--- src/ssd_params.svh ---
// Purpose: Constants for the system store and trap decoder
// Assumes: Included by bare name from the decoder, the core and the bench
// Notes: Offsets, fields, encodings and cycle counts live here
`ifndef SSD_PARAMS_SVH
`define SSD_PARAMS_SVH

// ==========================================================
// Register map, byte addresses on APB
`define SSD_OFS_CTRL 8'h00
`define SSD_OFS_IRQ_STAT 8'h04
`define SSD_OFS_IRQ_MASK 8'h08
`define SSD_OFS_VBASE 8'h0c
`define SSD_OFS_SSTAT 8'h10
`define SSD_OFS_SPC 8'h14
`define SSD_OFS_EXC_IMM 8'h18
`define SSD_OFS_EXC_EVT 8'h1c

// ==========================================================
// Field positions and reset values
`define SSD_CTRL_DSP_BIT 0
`define SSD_IRQ_TRAP_BIT 0
`define SSD_IRQ_PRIV_BIT 1
`define SSD_IRQ_ILLEGAL_BIT 2
`define SSD_IRQ_W 3
`define SSD_MD_BIT 30
`define SSD_RST_WORD 32'h0000_0000

// ==========================================================
// Opcode fields
`define SSD_OP_GRP_HI 4'h4
`define SSD_OP_GRP_LO 4'h0
`define SSD_OP_TRAP 8'hc3
`define SSD_SUB_VBASE 8'h23
`define SSD_SUB_SSTAT 8'h33
`define SSD_SUB_SPC 8'h43
`define SSD_SUB_BANK_LO 4'h3
`define SSD_SUB_MAC_HIGH_WORD_PUSH 8'h02
`define SSD_SUB_MAC_LOW_WORD_PUSH 8'h12
`define SSD_SUB_PR_PUSH 8'h22
`define SSD_SUB_MAC_HIGH_WORD_MOVE 8'h0a
`define SSD_SUB_MAC_LOW_WORD_MOVE 8'h1a
`define SSD_SUB_PR_MOVE 8'h2a
`define SSD_SEL_VBASE 3'h2
`define SSD_SEL_SSTAT 3'h3
`define SSD_SEL_MAC_HIGH_WORD 3'h0
`define SSD_SEL_MAC_LOW_WORD 3'h1

// ==========================================================
// Exception constants and cycle counts
`define SSD_TRAP_EVENT 32'h0000_0160
`define SSD_TRAP_OFFSET 32'h0000_0100
`define SSD_PC_STEP 32'h0000_0002
`define SSD_STACK_STEP 32'h0000_0004
`define SSD_CYC_CTRL_BASE 4'h1
`define SSD_CYC_CTRL_DSP 4'h2
`define SSD_CYC_BANK 4'h2
`define SSD_CYC_SYS 4'h1
`define SSD_CYC_MOVE 4'h1
`define SSD_CYC_TRAP_BASE 4'h6
`define SSD_CYC_TRAP_DSP 4'h8
`define SSD_CNT_ONE 4'h1

`endif

--- src/ssd_pkg.sv ---
// Purpose: Types shared by the decoder files
// Assumes: Compiled before all modules
// Notes: Numbers live in ssd_params.svh
package ssd_pkg;
   // Decoded operation class
   typedef enum logic [2:0] {
      SSD_OP_NONE,
      SSD_OP_PUSH_CTRL,
      SSD_OP_PUSH_BANK,
      SSD_OP_PUSH_SYS,
      SSD_OP_MOVE_SYS,
      SSD_OP_TRAP
   } ssd_op_t;
   // Sequencer states
   typedef enum logic [0:0] {
      SSD_ST_IDLE,
      SSD_ST_EXEC
   } ssd_state_t;
endpackage

--- src/ssd_decode.sv ---
// Purpose: Classify an opcode of the system store and trap group
// Assumes: Purely combinational, same clock as the core
// Notes: Anything outside the group decodes to none
`timescale 1ns/1ps
`default_nettype none
`include "ssd_params.svh"
module ssd_decode (
   // Opcode in
   input wire logic [15:0] opcode,
   // Decoded class and selector
   output ssd_pkg::ssd_op_t op_kind,
   output logic [2:0] op_sel
);
   // ==========================================================
   // Opcode classification
   always_comb begin
      op_kind = ssd_pkg::SSD_OP_NONE;
      op_sel = opcode[6:4];
      if (opcode[15:8] == `SSD_OP_TRAP) begin
         op_kind = ssd_pkg::SSD_OP_TRAP;
      end else if (opcode[15:12] == `SSD_OP_GRP_HI) begin
         if (opcode[7:0] == `SSD_SUB_VBASE || opcode[7:0] == `SSD_SUB_SSTAT ||
             opcode[7:0] == `SSD_SUB_SPC) begin
            op_kind = ssd_pkg::SSD_OP_PUSH_CTRL;
         end else if (opcode[7] && opcode[3:0] == `SSD_SUB_BANK_LO) begin
            op_kind = ssd_pkg::SSD_OP_PUSH_BANK;
         end else if (opcode[7:0] == `SSD_SUB_MAC_HIGH_WORD_PUSH ||
                      opcode[7:0] == `SSD_SUB_MAC_LOW_WORD_PUSH ||
                      opcode[7:0] == `SSD_SUB_PR_PUSH) begin
            op_kind = ssd_pkg::SSD_OP_PUSH_SYS;
         end
      end else if (opcode[15:12] == `SSD_OP_GRP_LO) begin
         if (opcode[7:0] == `SSD_SUB_MAC_HIGH_WORD_MOVE || opcode[7:0] == `SSD_SUB_MAC_LOW_WORD_MOVE ||
             opcode[7:0] == `SSD_SUB_PR_MOVE) begin
            op_kind = ssd_pkg::SSD_OP_MOVE_SYS;
         end
      end
   end
endmodule
`default_nettype wire

--- src/ssd_cycle_cnt.sv ---
// Purpose: Down counter for the remaining execution cycles
// Assumes: Load wins over decrement
// Notes: Holds at zero, never wraps
`timescale 1ns/1ps
`default_nettype none
module ssd_cycle_cnt #(
   parameter int W = 4
) (
   // Clock and reset
   input wire logic pclk,
   input wire logic presetn,
   // Control
   input wire logic load,
   input wire logic [W-1:0] load_val,
   // State
   output logic [W-1:0] count,
   output logic zero
);
   // Counter register and next value
   logic [W-1:0] cnt_reg;
   logic [W-1:0] cnt_next;

   // ==========================================================
   // Next count
   always_comb begin
      if (load) begin
         cnt_next = load_val;
      end else if (cnt_reg != '0) begin
         cnt_next = cnt_reg - W'(1);
      end else begin
         cnt_next = cnt_reg;
      end
   end

   // Register
   always_ff @(posedge pclk or negedge presetn) begin
      if (!presetn) begin
         cnt_reg <= '0;
      end else begin
         cnt_reg <= cnt_next;
      end
   end

   assign count = cnt_reg;
   assign zero = (cnt_reg == '0);
endmodule
`default_nettype wire

--- src/ssd_core.sv ---
// Purpose: Execute stack stores, system moves and software traps
// Assumes: Datapath supplies operand values with each opcode
// Notes: Registers on APB, one wait state per access
//
// Chosen here: the APB interface to the registers and the address map.
`timescale 1ns/1ps
`default_nettype none
`include "ssd_params.svh"
module ssd_core #(
   parameter int CNT_W = 4
) (
   // Clock and reset
   input wire logic pclk,
   input wire logic presetn,
   // APB slave
   input wire logic psel,
   input wire logic penable,
   input wire logic pwrite,
   input wire logic [7:0] paddr,
   input wire logic [31:0] pwdata,
   output logic [31:0] prdata,
   output logic pready,
   output logic pslverr,
   // Instruction stream
   input wire logic instr_valid,
   input wire logic [15:0] instr_opcode,
   input wire logic [31:0] instr_pc,
   output logic instr_ready,
   output logic instr_done,
   output logic instr_fault,
   // Datapath operands
   input wire logic [31:0] status_word,
   input wire logic [31:0] dest_gpr_value,
   input wire logic [31:0] banked_gpr_value,
   input wire logic [31:0] mac_high_word,
   input wire logic [31:0] mac_low_word,
   input wire logic [31:0] return_address_reg,
   input wire logic load_hazard,
   // General register write back
   output logic gpr_we,
   output logic [3:0] gpr_waddr,
   output logic [31:0] gpr_wdata,
   // Data memory stores
   output logic mem_req,
   output logic [31:0] mem_addr,
   output logic [31:0] mem_wdata,
   input wire logic mem_ack,
   // Exception unit hand-off
   output logic branch_valid,
   output logic [31:0] branch_target,
   // Interrupt
   output logic irq
);
   // ==========================================================
   // Declarations

   // Sequencer state
   ssd_pkg::ssd_state_t state_reg, state_next;
   // Latched operation
   ssd_pkg::ssd_op_t op_reg, op_next;
   logic [15:0] opc_reg, opc_next;
   logic [31:0] pc_reg, pc_next;
   logic [31:0] sw_reg, sw_next;
   // Store and write-back data
   logic [31:0] addr_reg, addr_next;
   logic [31:0] data_reg, data_next;
   // Memory handshake
   logic mreq_reg, mreq_next;
   // Output pulses, ready level and branch target
   logic ready_reg, ready_next;
   logic done_reg, done_next;
   logic fault_reg, fault_next;
   logic gwe_reg, gwe_next;
   logic br_reg, br_next;
   logic [31:0] brt_reg, brt_next;
   // Exception bookkeeping
   logic [31:0] vbase_reg, vbase_next;
   logic [31:0] sstat_reg, sstat_next;
   logic [31:0] spc_reg, spc_next;
   logic [31:0] eimm_reg, eimm_next;
   logic [31:0] eevt_reg, eevt_next;
   // Software control and interrupt
   logic dsp_reg, dsp_next;
   logic [`SSD_IRQ_W-1:0] ist_reg, ist_next;
   logic [`SSD_IRQ_W-1:0] imask_reg, imask_next;
   logic irq_reg, irq_next;
   // APB answer
   logic [31:0] prd_reg, prd_next;
   logic prdy_reg, prdy_next;
   logic perr_reg, perr_next;
   // Decoder and counter wires
   ssd_pkg::ssd_op_t dec_kind;
   logic [2:0] dec_sel;
   logic cnt_load;
   logic [CNT_W-1:0] cnt_val;
   logic [CNT_W-1:0] cnt_count;
   logic cnt_zero;
   // Events and helpers
   logic take;
   logic finish;
   logic ev_trap, ev_priv, ev_ill;
   logic privileged;
   logic apb_wr, apb_rd;

   // ==========================================================
   // Sub-blocks

   // Opcode classifier
   ssd_decode u_dec (
      .opcode(instr_opcode),
      .op_kind(dec_kind),
      .op_sel(dec_sel)
   );

   // Remaining execution cycles
   ssd_cycle_cnt #(.W(CNT_W)) u_cnt (
      .pclk(pclk),
      .presetn(presetn),
      .load(cnt_load),
      .load_val(cnt_val),
      .count(cnt_count),
      .zero(cnt_zero)
   );

   // ==========================================================
   // Acceptance and cycle budget

   // Take an opcode only while idle and ready
   assign take = instr_valid && ready_reg && (state_reg == ssd_pkg::SSD_ST_IDLE);
   assign privileged = status_word[`SSD_MD_BIT];
   assign cnt_load = take;

   // Cycles minus one, the first cycle is the accept edge itself
   always_comb begin
      cnt_val = '0;
      case (dec_kind)
         ssd_pkg::SSD_OP_PUSH_CTRL: begin
            cnt_val = CNT_W'((dsp_reg ? `SSD_CYC_CTRL_DSP : `SSD_CYC_CTRL_BASE)
                      - `SSD_CNT_ONE);
         end
         ssd_pkg::SSD_OP_PUSH_BANK: begin
            cnt_val = CNT_W'(`SSD_CYC_BANK - `SSD_CNT_ONE);
         end
         ssd_pkg::SSD_OP_PUSH_SYS: begin
            cnt_val = CNT_W'(`SSD_CYC_SYS - `SSD_CNT_ONE);
         end
         ssd_pkg::SSD_OP_MOVE_SYS: begin
            cnt_val = CNT_W'(`SSD_CYC_MOVE - `SSD_CNT_ONE);
         end
         ssd_pkg::SSD_OP_TRAP: begin
            cnt_val = CNT_W'((dsp_reg ? `SSD_CYC_TRAP_DSP : `SSD_CYC_TRAP_BASE)
                      - `SSD_CNT_ONE);
         end
         default: begin
            cnt_val = '0;
         end
      endcase
   end

   // stretch on contention or load use
   assign finish = (state_reg == ssd_pkg::SSD_ST_EXEC) && cnt_zero &&
                   (!mreq_reg || mem_ack) && !load_hazard;

   // ==========================================================
   // Execution sequencer, next values
   always_comb begin
      state_next = state_reg;
      op_next = op_reg;
      opc_next = opc_reg;
      pc_next = pc_reg;
      sw_next = sw_reg;
      addr_next = addr_reg;
      data_next = data_reg;
      mreq_next = mreq_reg;
      ready_next = ready_reg;
      done_next = 1'b0;
      fault_next = 1'b0;
      gwe_next = 1'b0;
      br_next = 1'b0;
      brt_next = brt_reg;
      sstat_next = sstat_reg;
      spc_next = spc_reg;
      eimm_next = eimm_reg;
      eevt_next = eevt_reg;
      ev_trap = 1'b0;
      ev_priv = 1'b0;
      ev_ill = 1'b0;
      case (state_reg)
         ssd_pkg::SSD_ST_IDLE: begin
            ready_next = 1'b1;
            if (take) begin
               op_next = dec_kind;
               opc_next = instr_opcode;
               pc_next = instr_pc;
               sw_next = status_word;
               // Pre-decremented stack address
               addr_next = dest_gpr_value - `SSD_STACK_STEP;
               data_next = `SSD_RST_WORD;
               case (dec_kind)
                  ssd_pkg::SSD_OP_PUSH_CTRL: begin
                     if (dec_sel == `SSD_SEL_VBASE) begin
                        data_next = vbase_reg;
                     end else if (dec_sel == `SSD_SEL_SSTAT) begin
                        data_next = sstat_reg;
                     end else begin
                        data_next = spc_reg;
                     end
                  end
                  ssd_pkg::SSD_OP_PUSH_BANK: begin
                     data_next = banked_gpr_value;
                  end
                  ssd_pkg::SSD_OP_PUSH_SYS, ssd_pkg::SSD_OP_MOVE_SYS: begin
                     if (dec_sel == `SSD_SEL_MAC_HIGH_WORD) begin
                        data_next = mac_high_word;
                     end else if (dec_sel == `SSD_SEL_MAC_LOW_WORD) begin
                        data_next = mac_low_word;
                     end else begin
                        data_next = return_address_reg;
                     end
                  end
                  default: begin
                     data_next = `SSD_RST_WORD;
                  end
               endcase
               ready_next = 1'b0;
               if ((dec_kind == ssd_pkg::SSD_OP_PUSH_CTRL ||
                    dec_kind == ssd_pkg::SSD_OP_PUSH_BANK) && !privileged) begin
                  ev_priv = 1'b1;
                  fault_next = 1'b1;
                  done_next = 1'b1;
                  ready_next = 1'b1;
               end else if (dec_kind == ssd_pkg::SSD_OP_NONE) begin
                  // Foreign opcode, refused at once
                  ev_ill = 1'b1;
                  fault_next = 1'b1;
                  done_next = 1'b1;
                  ready_next = 1'b1;
               end else begin
                  state_next = ssd_pkg::SSD_ST_EXEC;
                  mreq_next = (dec_kind == ssd_pkg::SSD_OP_PUSH_CTRL) ||
                              (dec_kind == ssd_pkg::SSD_OP_PUSH_BANK) ||
                              (dec_kind == ssd_pkg::SSD_OP_PUSH_SYS);
               end
            end
         end
         ssd_pkg::SSD_ST_EXEC: begin
            // Store request drops once accepted
            if (mreq_reg && mem_ack) begin
               mreq_next = 1'b0;
            end
            if (finish) begin
               state_next = ssd_pkg::SSD_ST_IDLE;
               ready_next = 1'b1;
               done_next = 1'b1;
               if (op_reg == ssd_pkg::SSD_OP_TRAP) begin
                  spc_next = pc_reg + `SSD_PC_STEP;
                  sstat_next = sw_reg;
                  eimm_next = {22'h0, opc_reg[7:0], 2'h0};
                  eevt_next = `SSD_TRAP_EVENT;
                  brt_next = vbase_reg + `SSD_TRAP_OFFSET;
                  br_next = 1'b1;
                  ev_trap = 1'b1;
               end else begin
                  // Pushes write back the lowered pointer, moves the value
                  gwe_next = 1'b1;
                  if (op_reg == ssd_pkg::SSD_OP_MOVE_SYS) begin
                     addr_next = data_reg;
                  end
               end
            end
         end
         default: begin
            state_next = ssd_pkg::SSD_ST_IDLE;
         end
      endcase
   end

   // Sequencer registers
   always_ff @(posedge pclk or negedge presetn) begin
      if (!presetn) begin
         state_reg <= ssd_pkg::SSD_ST_IDLE;
         op_reg <= ssd_pkg::SSD_OP_NONE;
         opc_reg <= 16'h0000;
         pc_reg <= `SSD_RST_WORD;
         sw_reg <= `SSD_RST_WORD;
         addr_reg <= `SSD_RST_WORD;
         data_reg <= `SSD_RST_WORD;
         mreq_reg <= 1'b0;
         ready_reg <= 1'b0;
         done_reg <= 1'b0;
         fault_reg <= 1'b0;
         gwe_reg <= 1'b0;
         br_reg <= 1'b0;
         brt_reg <= `SSD_RST_WORD;
         sstat_reg <= `SSD_RST_WORD;
         spc_reg <= `SSD_RST_WORD;
         eimm_reg <= `SSD_RST_WORD;
         eevt_reg <= `SSD_RST_WORD;
      end else begin
         state_reg <= state_next;
         op_reg <= op_next;
         opc_reg <= opc_next;
         pc_reg <= pc_next;
         sw_reg <= sw_next;
         addr_reg <= addr_next;
         data_reg <= data_next;
         mreq_reg <= mreq_next;
         ready_reg <= ready_next;
         done_reg <= done_next;
         fault_reg <= fault_next;
         gwe_reg <= gwe_next;
         br_reg <= br_next;
         brt_reg <= brt_next;
         sstat_reg <= sstat_next;
         spc_reg <= spc_next;
         eimm_reg <= eimm_next;
         eevt_reg <= eevt_next;
      end
   end

   // ==========================================================
   // APB registers, next values
   assign apb_wr = psel && penable && pwrite && !prdy_reg;
   assign apb_rd = psel && penable && !pwrite && !prdy_reg;

   always_comb begin
      dsp_next = dsp_reg;
      vbase_next = vbase_reg;
      imask_next = imask_reg;
      ist_next = ist_reg;
      prd_next = prd_reg;
      perr_next = 1'b0;
      // One wait state keeps pready a plain flop
      prdy_next = psel && penable && !prdy_reg;
      if (apb_wr) begin
         case (paddr)
            `SSD_OFS_CTRL: dsp_next = pwdata[`SSD_CTRL_DSP_BIT];
            `SSD_OFS_IRQ_STAT: ist_next = ist_reg & ~pwdata[`SSD_IRQ_W-1:0];
            `SSD_OFS_IRQ_MASK: imask_next = pwdata[`SSD_IRQ_W-1:0];
            `SSD_OFS_VBASE: vbase_next = pwdata;
            `SSD_OFS_SSTAT, `SSD_OFS_SPC, `SSD_OFS_EXC_IMM, `SSD_OFS_EXC_EVT: begin
               perr_next = 1'b0;
            end
            default: perr_next = 1'b1;
         endcase
      end
      if (apb_rd) begin
         case (paddr)
            `SSD_OFS_CTRL: prd_next = {31'h0, dsp_reg};
            `SSD_OFS_IRQ_STAT: prd_next = {29'h0, ist_reg};
            `SSD_OFS_IRQ_MASK: prd_next = {29'h0, imask_reg};
            `SSD_OFS_VBASE: prd_next = vbase_reg;
            `SSD_OFS_SSTAT: prd_next = sstat_reg;
            `SSD_OFS_SPC: prd_next = spc_reg;
            `SSD_OFS_EXC_IMM: prd_next = eimm_reg;
            `SSD_OFS_EXC_EVT: prd_next = eevt_reg;
            default: begin
               prd_next = `SSD_RST_WORD;
               perr_next = 1'b1;
            end
         endcase
      end
      // Events set after the clear so a same-cycle event is kept
      if (ev_trap) begin
         ist_next[`SSD_IRQ_TRAP_BIT] = 1'b1;
      end
      if (ev_priv) begin
         ist_next[`SSD_IRQ_PRIV_BIT] = 1'b1;
      end
      if (ev_ill) begin
         ist_next[`SSD_IRQ_ILLEGAL_BIT] = 1'b1;
      end
      irq_next = |(ist_next & imask_next);
   end

   // APB and interrupt registers
   always_ff @(posedge pclk or negedge presetn) begin
      if (!presetn) begin
         dsp_reg <= 1'b0;
         vbase_reg <= `SSD_RST_WORD;
         imask_reg <= '0;
         ist_reg <= '0;
         irq_reg <= 1'b0;
         prd_reg <= `SSD_RST_WORD;
         prdy_reg <= 1'b0;
         perr_reg <= 1'b0;
      end else begin
         dsp_reg <= dsp_next;
         vbase_reg <= vbase_next;
         imask_reg <= imask_next;
         ist_reg <= ist_next;
         irq_reg <= irq_next;
         prd_reg <= prd_next;
         prdy_reg <= prdy_next;
         perr_reg <= perr_next;
      end
   end

   // ==========================================================
   // Outputs, all straight from flops
   assign prdata = prd_reg;
   assign pready = prdy_reg;
   assign pslverr = perr_reg;
   assign instr_ready = ready_reg;
   assign instr_done = done_reg;
   assign instr_fault = fault_reg;
   assign gpr_we = gwe_reg;
   assign gpr_waddr = opc_reg[11:8];
   assign gpr_wdata = addr_reg;
   assign mem_req = mreq_reg;
   assign mem_addr = addr_reg;
   assign mem_wdata = data_reg;
   assign branch_valid = br_reg;
   assign branch_target = brt_reg;
   assign irq = irq_reg;
endmodule
`default_nettype wire

--- config.mk ---
export PLATFORM = sky130hd
export DESIGN_NAME = ssd_core
export DESIGN_NICKNAME = d
export VERILOG_FILES = /design/src/ssd_pkg.sv /design/src/ssd_decode.sv /design/src/ssd_cycle_cnt.sv /design/src/ssd_core.sv
export VERILOG_INCLUDE_DIRS = /design/src
export SDC_FILE = /design/constraint.sdc
export NUM_CORES = 1
export LEC_CHECK = 0
export ABC_AREA = 1
export ABC_CLOCK_PERIOD_IN_PS = 1800
export BUFFER_PORTS_ARGS = -buffer_cell sky130_fd_sc_hd__buf_2
export CAP_MARGIN = 20
export CORE_MARGIN = 1
export CORE_UTILIZATION = 25
export CTS_BUF_LIST = sky130_fd_sc_hd__clkbuf_2 sky130_fd_sc_hd__clkbuf_4 sky130_fd_sc_hd__clkbuf_8
export CTS_CLUSTER_DIAMETER = 100
export DETAILED_ROUTE_END_ITERATION = 10
export PLACE_DENSITY = 0.46
export SYNTH_ARGS = -nofsm -noshare
export SYNTH_HDL_FRONTEND = slang
export SYNTH_SLANG_ARGS = --single-unit
export TNS_END_PERCENT = 5
--- constraint.sdc ---
create_clock -name pclk -period 1.8 [get_ports pclk]
set_clock_uncertainty 0.2 [all_clocks]
set_input_delay 0.09 -clock pclk [delete_from_list [all_inputs] [get_ports pclk]]
set_output_delay 0.09 -clock pclk [all_outputs]
set_load 0.005 [all_outputs]
# After elaboration in Yosys (flattened, before gate mapping)
# Index checks and enable logic that the tools add are counted.
[classes]
n_reduce_logical = 44
multipliers = 0
n_eq_ne = 36
muxes = 65
shifts = 0
div_mod_pow = 0
bitwise_logic = 4
order_cmp = 0
addsub = 6
[op_table]
columns = ["operator", "n"]
rows = [
  ["$mux 32", 8],
  ["$pmux 32 s8", 1],
  ["$pmux 32 s3", 1],
  ["$pmux 32 s2", 1],
  ["$eq 8x5->1 const B", 6],
  ["$mux 1", 34],
  ["$add 32x2->32 const B", 1],
  ["$add 32x9->32 const B", 1],
  ["$eq 8x6->1 const B", 4],
  ["$sub 32x3->32 const B", 1],
  ["$mux 3", 10],
  ["$eq 8x4->1 const B", 3],
  ["$logic_and 1x1->1", 14],
  ["$eq 3x2->1 const B", 4],
  ["$eq 3x3->1 const B", 4],
  ["$mux 4", 3],
  ["$pmux 4 s3", 1],
  ["$logic_or 1x1->1", 9],
  ["$eq 8x2->1 const B", 1],
  ["$eq 8x3->1 const B", 1],
  ["$eq 8x7->1 const B", 1],
  ["$eq 8x8->1 const B", 1],
  ["$logic_not 4->1", 2],
  ["$logic_not 8->1", 1],
  ["other kinds (22)", 42],
]
[word_totals]
mem_bits_rw = 0
word_cells = 182
mem_count = 0
rom_bits = 0
latch_bits = 0
reg_bits = 333
in_bits = 288
output_inout_bits = 173

# Longest topological paths before layout
# Gate-level depths: netlist of the first run.
[logic_depth]
depth_word = 17
mapped_depth = 15
mapped_depth_nobuf = 13

# By module
# A second synthesis of the first run with hierarchy kept.
[hier_totals]
cells_unflattened = 2632
area_unflattened_um2 = 18574.1
[modules_own_cells]
columns = ["module", "cells_each", "n_inst", "seq_area_each_um2", "area_per_inst_um2"]
rows = [
  ["ssd_core", 2559, 1, 8232.9, 18138.6],
  ["ssd_cycle_cnt", 34, 1, 100.1, 242.7],
  ["ssd_decode", 39, 1, 0.0, 192.7],
]

# Worst setup path after synthesis of the first run
# Ideal clock, no wire load.
[synth_path]
path_type = "register to register"
from = "register pc_reg[1]"
to = "register spc_reg[25]"
t_arrival_ns = 1.560
stages_incl_launch_ff = 13
t_required_ns = 1.483
path_buffers = 0
period_less_slack_ns = 1.877
setup_time_ns = 0.117
path_slack_ns = -0.077
cell_sequence = "dfrtp_1 > ha_1 > nand3_1 > nor2_2 > nand2_2 > nor2_4 > nand2_2 > nor2_4 > nand2_2 > nor2_1 > nand3_1 > nand3_1 > nand2_1"
[synth_via]
elab_chain_len = 1
[synth_rtl]
columns = ["element", "line", "text"]
rows = [
  ["start, declared", "ssd_core.sv:62", "logic [31:0] pc_reg, pc_next;"],
  ["start signal, assigned", "ssd_core.sv:284", "pc_reg <= `SSD_RST_WORD;"],
  ["start signal, assigned", "ssd_core.sv:303", "pc_reg <= pc_next;"],
  ["$add 32x2->32 (no line)", "--", ""],
  ["end signal, assigned", "ssd_core.sv:296", "spc_reg <= `SSD_RST_WORD;"],
  ["end signal, assigned", "ssd_core.sv:315", "spc_reg <= spc_next;"],
  ["end, declared", "ssd_core.sv:79", "logic [31:0] spc_reg, spc_next;"],
]
# Every way passes these cells.
# A chain may end at the register's enable or synchronous reset.

# Final worst setup path of the first run
[layout_path]
from = "register pc_reg[2]"
to = "register spc_reg[25]"
# The elaborated chain is that of the path after synthesis.

==> impl_metrics.tcl, run 1 <==
set metrics [dict create \
    drive_gt1_frac 0.317 \
    vias 20000 \
    clkLatencyLatePin_ns 0.65 \
    syn2layout_area_growth_pct 63.6 \
    nNetsFinal 3598 \
    post_drt_wl_per_cell_um 20.0 \
    outcome "finished with violations" \
    worstHoldPathType "in2reg" \
    cp-start-kind "flip-flop" \
    clock_path_buffers 3 \
    grt_pass1_wl_um 125000 \
    postSynthAreaPerCell_um2 7.75 \
    grtUsageTotal 0.234 \
    port_buffers 460 \
    relSlewSlack 0.587 \
    ys_seq_elements 333 \
    grt_pass1_vias 20400 \
    die_w_um 268 \
    floorplan.initialDensity 0.253 \
    powerDensity_nw_per_um2 931 \
    clock.fmax_ghz 0.507 \
    via_per_inst 4.67 \
    cp_max_fo 5 \
    postRouteAntennaNets 0 \
    hold_violations 5 \
    tightest_slew_ns 0.619 \
    holdPathStages 7 \
    cts_tree "done" \
    rows 97 \
    cts_buffers 67 \
    fin_crit_sh 1.09 \
    io-pin-count 461 \
    report.power.total_mw 26.9 \
    critPathKind "reg2reg" \
    synth.distinct_cells 48 \
    leakagePower_nw 14.7 \
    end_kind "flip-flop" \
    routed_wl_um 85800 \
    dp_hpwl_um 64100 \
    grt_max_degree 63 \
    cts_max_level 3 \
    fin_ws_ns -0.171 \
    clk_pin_slew_ns 0.06 \
    layout_min_cycle_time_ns 1.97 \
    syn_inst 2279 \
    design_area_um2 28900 \
    worstPathRequired_ns 2.14 \
    drtPass1Iterations 6 \
    arrival_ns 2.31 \
    vdd_drop_max_v 0.000573 \
    r2r.worst_path.cells 12 \
    dpl-instance-area_um2 22700 \
    yosys_warnings 0 \
    dieArea_um2 71700 \
    drc 0 \
    clkSinkCount 333 \
    setup_violations 118 \
    rsz0062_at_grt "yes" \
    holdWs_ns -0.0370 \
    seq_area_frac_synth 0.472 \
    overflow 0 \
    die_h_um 268 \
    coreArea_um2 69900 \
    cts-root-buf "clkbuf_8" \
    gp_congestion 0.940 \
    synth_area_um2 17700 \
    drv_slew 0 \
    cap_violations 0 \
    violations "negative hold slack, negative setup slack" \
    first_iter_violations 1235 \
    antenna_found_initial 7 \
    syn_nets 2572 \
]
-- critical path, stage by stage, from the launching register on --
cell and delay (ns):
dfrtp_1 0.36, ha_2 0.21, nand3_2 0.11, nor2_4 0.14, nand2_2 0.09, nor2_4 0.13
nand2_4 0.07, nor2_4 0.16, nand2_2 0.10, nor2_1 0.09, nand3_1 0.07, nand3_1 0.07
nand2_1 0.04
-- worst paths after layout --
path | slack, ns | start | to
hold / removal | -0.04 | instr_opcode[13] | u_cnt.count[2]
max in group asynchronous | 0.53 | presetn | prdata[29]
hold reg to reg | 0.28 | prdata[28] | prdata[28]
setup / recovery | -0.17 | pc_reg[2] | spc_reg[25]
setup reg to reg | -0.17 | pc_reg[2] | spc_reg[25]
min in group asynchronous | 0.46 | presetn | branch_target[4]
-- logic make-up after synthesis --
kind of cell,after synthesis,synth area share
buf+inv,327,0.0865
fa+ha+maj,5,0.00354
simple gates,1124,0.265
mux,33,0.0188
compound gates,398,0.125
xor+xnor,59,0.0293
flops,333,0.472
-- routing by layer --
| layer | part of all wire | track usage |
|---|---|---|
| met1 | 0.42 | 0.287 |
| met2 | 0.49 | 0.405 |
| met4 | 0.032 | 0.0863 |
| met5 | 0 | 0 |
| met3 | 0.058 | 0.0444 |
-- per-stage QoR --
stage	setup slack [ns]	cells	util	setup TNS [ns]
after floorplan	-0.0478	2279	-	-0.608
after global placement	-0.209	3784	0.324	-18.52
after detailed placement	-0.225	3784	0.324	-24.12
after CTS	-0.169	4270	0.402	-6.17
after global routing	-0.275	4287	0.413	-18.43
final	-0.171	4290	0.413	-7.04
-- cells in the mapped netlist (all sizes together) --
library cell	instances	area [um2]
clkinv	2	7.51
nand2	809	3090
nand3b	4	30.0
o21bai	2	15.0
nand3	82	435
ha	5	62.6
buf	93	649
mux2i	32	320
and2	2	13.8
xnor2	16	140
a21oi	53	277
o21a	1	7.51
nor4	5	46.3
o31ai	1	7.51
dfrtp	333	8330
nor3	38	255
nor3b	2	15.0
a31oi	12	75.1
o211ai	9	67.6
nor2	160	651
o221ai	30	263
o21ai	259	1300
mux2	1	11.3
o22ai	30	188
and3	2	12.5
a21boi	1	7.51
nand4	16	100
inv	181	679
clkbuf	51	191
xor2	43	377
or2	4	27.5
-- power breakdown --
part           switching, mW  internal [mW]  leakage, nW
combinational           4.77           4.03         9.94
clock                   3.50           4.62        0.714
sequential              1.18           8.79         4.04
total                   9.46           17.4         14.7
-- final cells by class --
class,count,area (um2)
Timing Repair Buffer,1101,8760
Multi-Input combinational cell,1619,8520
Tap cell,940,1180
Antenna cell,6,15.0
Sequential cell,333,8330
Inverter,183,714
Clock buffer,101,1320
Fill cell,7141,41000
Clock inverter,7,53.8
-- what timing repair did --
action,in CTS,in global routing
buffers inserted,5,10
hold endpoints to repair,586,4
resized for setup,86,215
endpoints found under the setup margin,154,207
pin swaps,11,26
hold buffers,371,4
gates cloned,2,4
-- layout by cell type, fill, tap and decap left out, types with 12 or more instances in the layout --
cell	instances
nand2_1	730
buf_2	457
dlygate4sd3_1	366
dfrtp_1	332
buf_4	212
o21ai_0	167
inv_1	166
nor2_1	114
clkbuf_8	89
nand3_1	73
o21ai_1	73
nand2_2	66
a21oi_1	49
buf_12	41
xor2_1	38
nor2_2	32
mux2i_1	32
o22ai_1	30
nor3_1	22
o221ai_1	20
o21ai_2	19
nand4_1	16
nor2_4	14
inv_2	13
a31oi_1	12
clkbuf_4	12
buf_6	12
(Power assumes the default switching activity.)
==> inputs of run 2 (changes only) <==
- CORE_MARGIN: 1 -> not set
- SETUP_SLACK_MARGIN: not set -> 0.05
==> run 2 against run 1 <==
Against the previous run:
- the flow still finishes with violations (negative hold slack, negative setup slack)
- clock-buffer cell count shrank 3
- sequential power shrank 0.7%
- die area unchanged
- final cell count down 0.61%
- via count decreased by 1.8%
- combinational power is 0.6% lower
- register-to-register slack worse by 0.11 ns
- first-iteration DRC count increased by 4.5%
- hold slack lost 0.052 ns
- non-clock buffer count shrank 27
- critical path type unchanged
- largest power group unchanged
==> impl_metrics.tcl, run 2 (same netlist as run 1, synthesis figures left out) <==
set metrics [dict create \
    violations "negative hold slack, negative setup slack" \
    final_util 0.408 \
    floorplan.initialDensity 0.253 \
    path_cells "ha_2 > nand3_4 > nor2_4 > nand2_2 > nor2_4 > nand2_2 > nor2_4 > nand2_2 > xnor2_2 > nand2_1 > o21ai_1" \
    cap_violations 0 \
    clkLatencyLatePin_ns 0.66 \
    die_w_um 268 \
    postRouteAntennaNets 0 \
    dp_hpwl_um 64200 \
    clock.fmax_ghz 0.482 \
    critPathKind "reg2reg" \
    nNetsFinal 3570 \
    cp_num_buf_inv 0 \
    end_kind "flip-flop" \
    gp_congestion 0.916 \
    cp_max_fo 5 \
    cts_buffers 66 \
    via_per_inst 4.61 \
    grtUsageMet3 0.0362 \
    routed_wl_um 86300 \
    clock_path_buffers 3 \
    powerDensity_nw_per_um2 938 \
    max_stage_delay_ns 0.36 \
    fillerInstances 7226 \
    drive_gt1_frac 0.318 \
    cts_tree "done" \
    cp-start-kind "flip-flop" \
    drtPass1Iterations 7 \
    first_iter_violations 1291 \
    instances_no_fill 4264 \
    cts_max_level 3 \
    fin_ws_ns -0.276 \
    cts-root-buf "clkbuf_8" \
    worstHoldPathType "in2reg" \
    slowest_stage "dfrtp_1" \
    grt_pass1_wl_um 125000 \
    coreArea_um2 69900 \
    hold_violations 2 \
    drc 0 \
    syn2layout_area_growth_pct 61.7 \
    worstPathRequired_ns 2.15 \
    reg2reg_from "pc_reg[2]" \
    rows 97 \
    vdd_drop_max_v 0.000508 \
    multi_input_area_um2 8430 \
    met2_usage 0.400 \
    dieArea_um2 71700 \
    io-pin-count 461 \
    vias 19700 \
    grtUsageTotal 0.236 \
    final_cell_mix "741 x nand2_1, 458 x buf_2, 333 x dfrtp_1, 318 x dlygate4sd3_1, 228 x buf_4" \
    grt_max_degree 57 \
    antenna_found_initial 7 \
    regArea_um2 8330 \
    tightest_slew_ns 0.670 \
    rsz0062_at_grt "yes" \
    crit_path_start "pc_reg[2]" \
    port_buffers 460 \
    outcome "finished with violations" \
    post_drt_wl_per_cell_um 20.2 \
    final_common_cell "nand2_1" \
    holdWs_ns -0.0888 \
    arrival_ns 2.42 \
    clkSinkCount 333 \
    leakagePower_nw 14.6 \
    overflow 0 \
    layout_min_cycle_time_ns 2.08 \
    setup_violations 125 \
    grtUsageMet1 0.303 \
    relSlewSlack 0.553 \
    dp_cells 3792 \
    clk_pin_slew_ns 0.06 \
    die_h_um 268 \
    grt-busiest-layer "met2" \
    drv_slew 0 \
    grt_pass1_vias 20000 \
    hp-start "instr_opcode[14]" \
    fin_crit_sh 1.15 \
    cpLargestDelayFamily "simple AND/OR/NAND/NOR gates" \
]
## run 2: cell types whose count changed in the layout (fill, tap and decap cells not counted), sizes merged
cell / previous run / this run
buf: 727 / 750
bufbuf: 0 / 3
bufinv: 0 / 1
clkbuf: 105 / 100
clkinv: 7 / 6
clkinvlp: 3 / 1
diode: 6 / 3
dlygate4sd3: 366 / 318
dlymetal6s4s: 4 / 1
inv: 180 / 189
## run 2: through the flow
step | TNS (ns) | power (mW) | cell area (um2) | hold slack (ns) | worst slack (ns)
after floorplan | -0.608 | 13.4 | 17700 | -0.406 | -0.0478
after global placement | -27.87 | 17.1 | 22700 | -0.191 | -0.313
after detailed placement | -43.45 | 17.2 | 22700 | -0.191 | -0.382
after CTS | -13.98 | 26.6 | 27900 | -0.155 | -0.211
after global routing | -21.21 | 28.4 | 28600 | -0.0940 | -0.414
final | -9.29 | 26.8 | 28600 | -0.0888 | -0.276
## run 2: worst register-to-register path, delay by kind of cell, from the launching register on
family,cells,cell delay (ns)
and+or+nand+nor,8,0.99
AOI/OAI and AO/OA,1,0.07
DFF,1,0.36
xor gates and xnor gates,1,0.14
adders and majority gates,1,0.22
## run 2: path summary, 6_finish.rpt
path / end / slack (ns) / depth (start not counted)
hold / removal: op_reg[2] / -0.09 / 8
max in group asynchronous: mem_wdata[10] / 0.54 / 4
setup / recovery: spc_reg[27] / -0.28 / 11
hold reg to reg: branch_target[10] / 0.28 / 2
min in group asynchronous: mem_wdata[28] / 0.47 / 4
setup reg to reg: spc_reg[27] / -0.28 / 11
## run 2: routing by layer
metal,part of all wire,vias to the layer above
met5,0.00015,-
met4,0.030,2
met3,0.054,129
met2,0.48,644
met1,0.44,9553
li1,-,9347
## run 2: timing repair
item                                    4_1_cts  5_1_grt
hold buffers                                318        8
setup buffers                                10       15
gates cloned                                 11        1
hold endpoints to repair                    566       12
endpoints found under the setup margin      215      247
resized for setup                           158      132
pin swaps                                    14       16
## run 2: final cells by class
cell class / instances / share of cell area
Clock inverter: 14 / 0.00447
Timing Repair Buffer: 1074 / 0.298
Sequential cell: 333 / 0.292
Antenna cell: 3 / 0.000263
Tap cell: 940 / 0.0412
Inverter: 183 / 0.0256
Multi-Input combinational cell: 1619 / 0.295
Clock buffer: 98 / 0.0429
## run 2: power by group
| part | switching [mW] | total [mW] | internal, mW |
|---|---|---|---|
| combinational | 4.76 | 8.75 | 3.98 |
| sequential | 1.12 | 9.90 | 8.78 |
| clock | 3.62 | 8.14 | 4.52 |
| total | 9.50 | 26.8 | 17.3 |
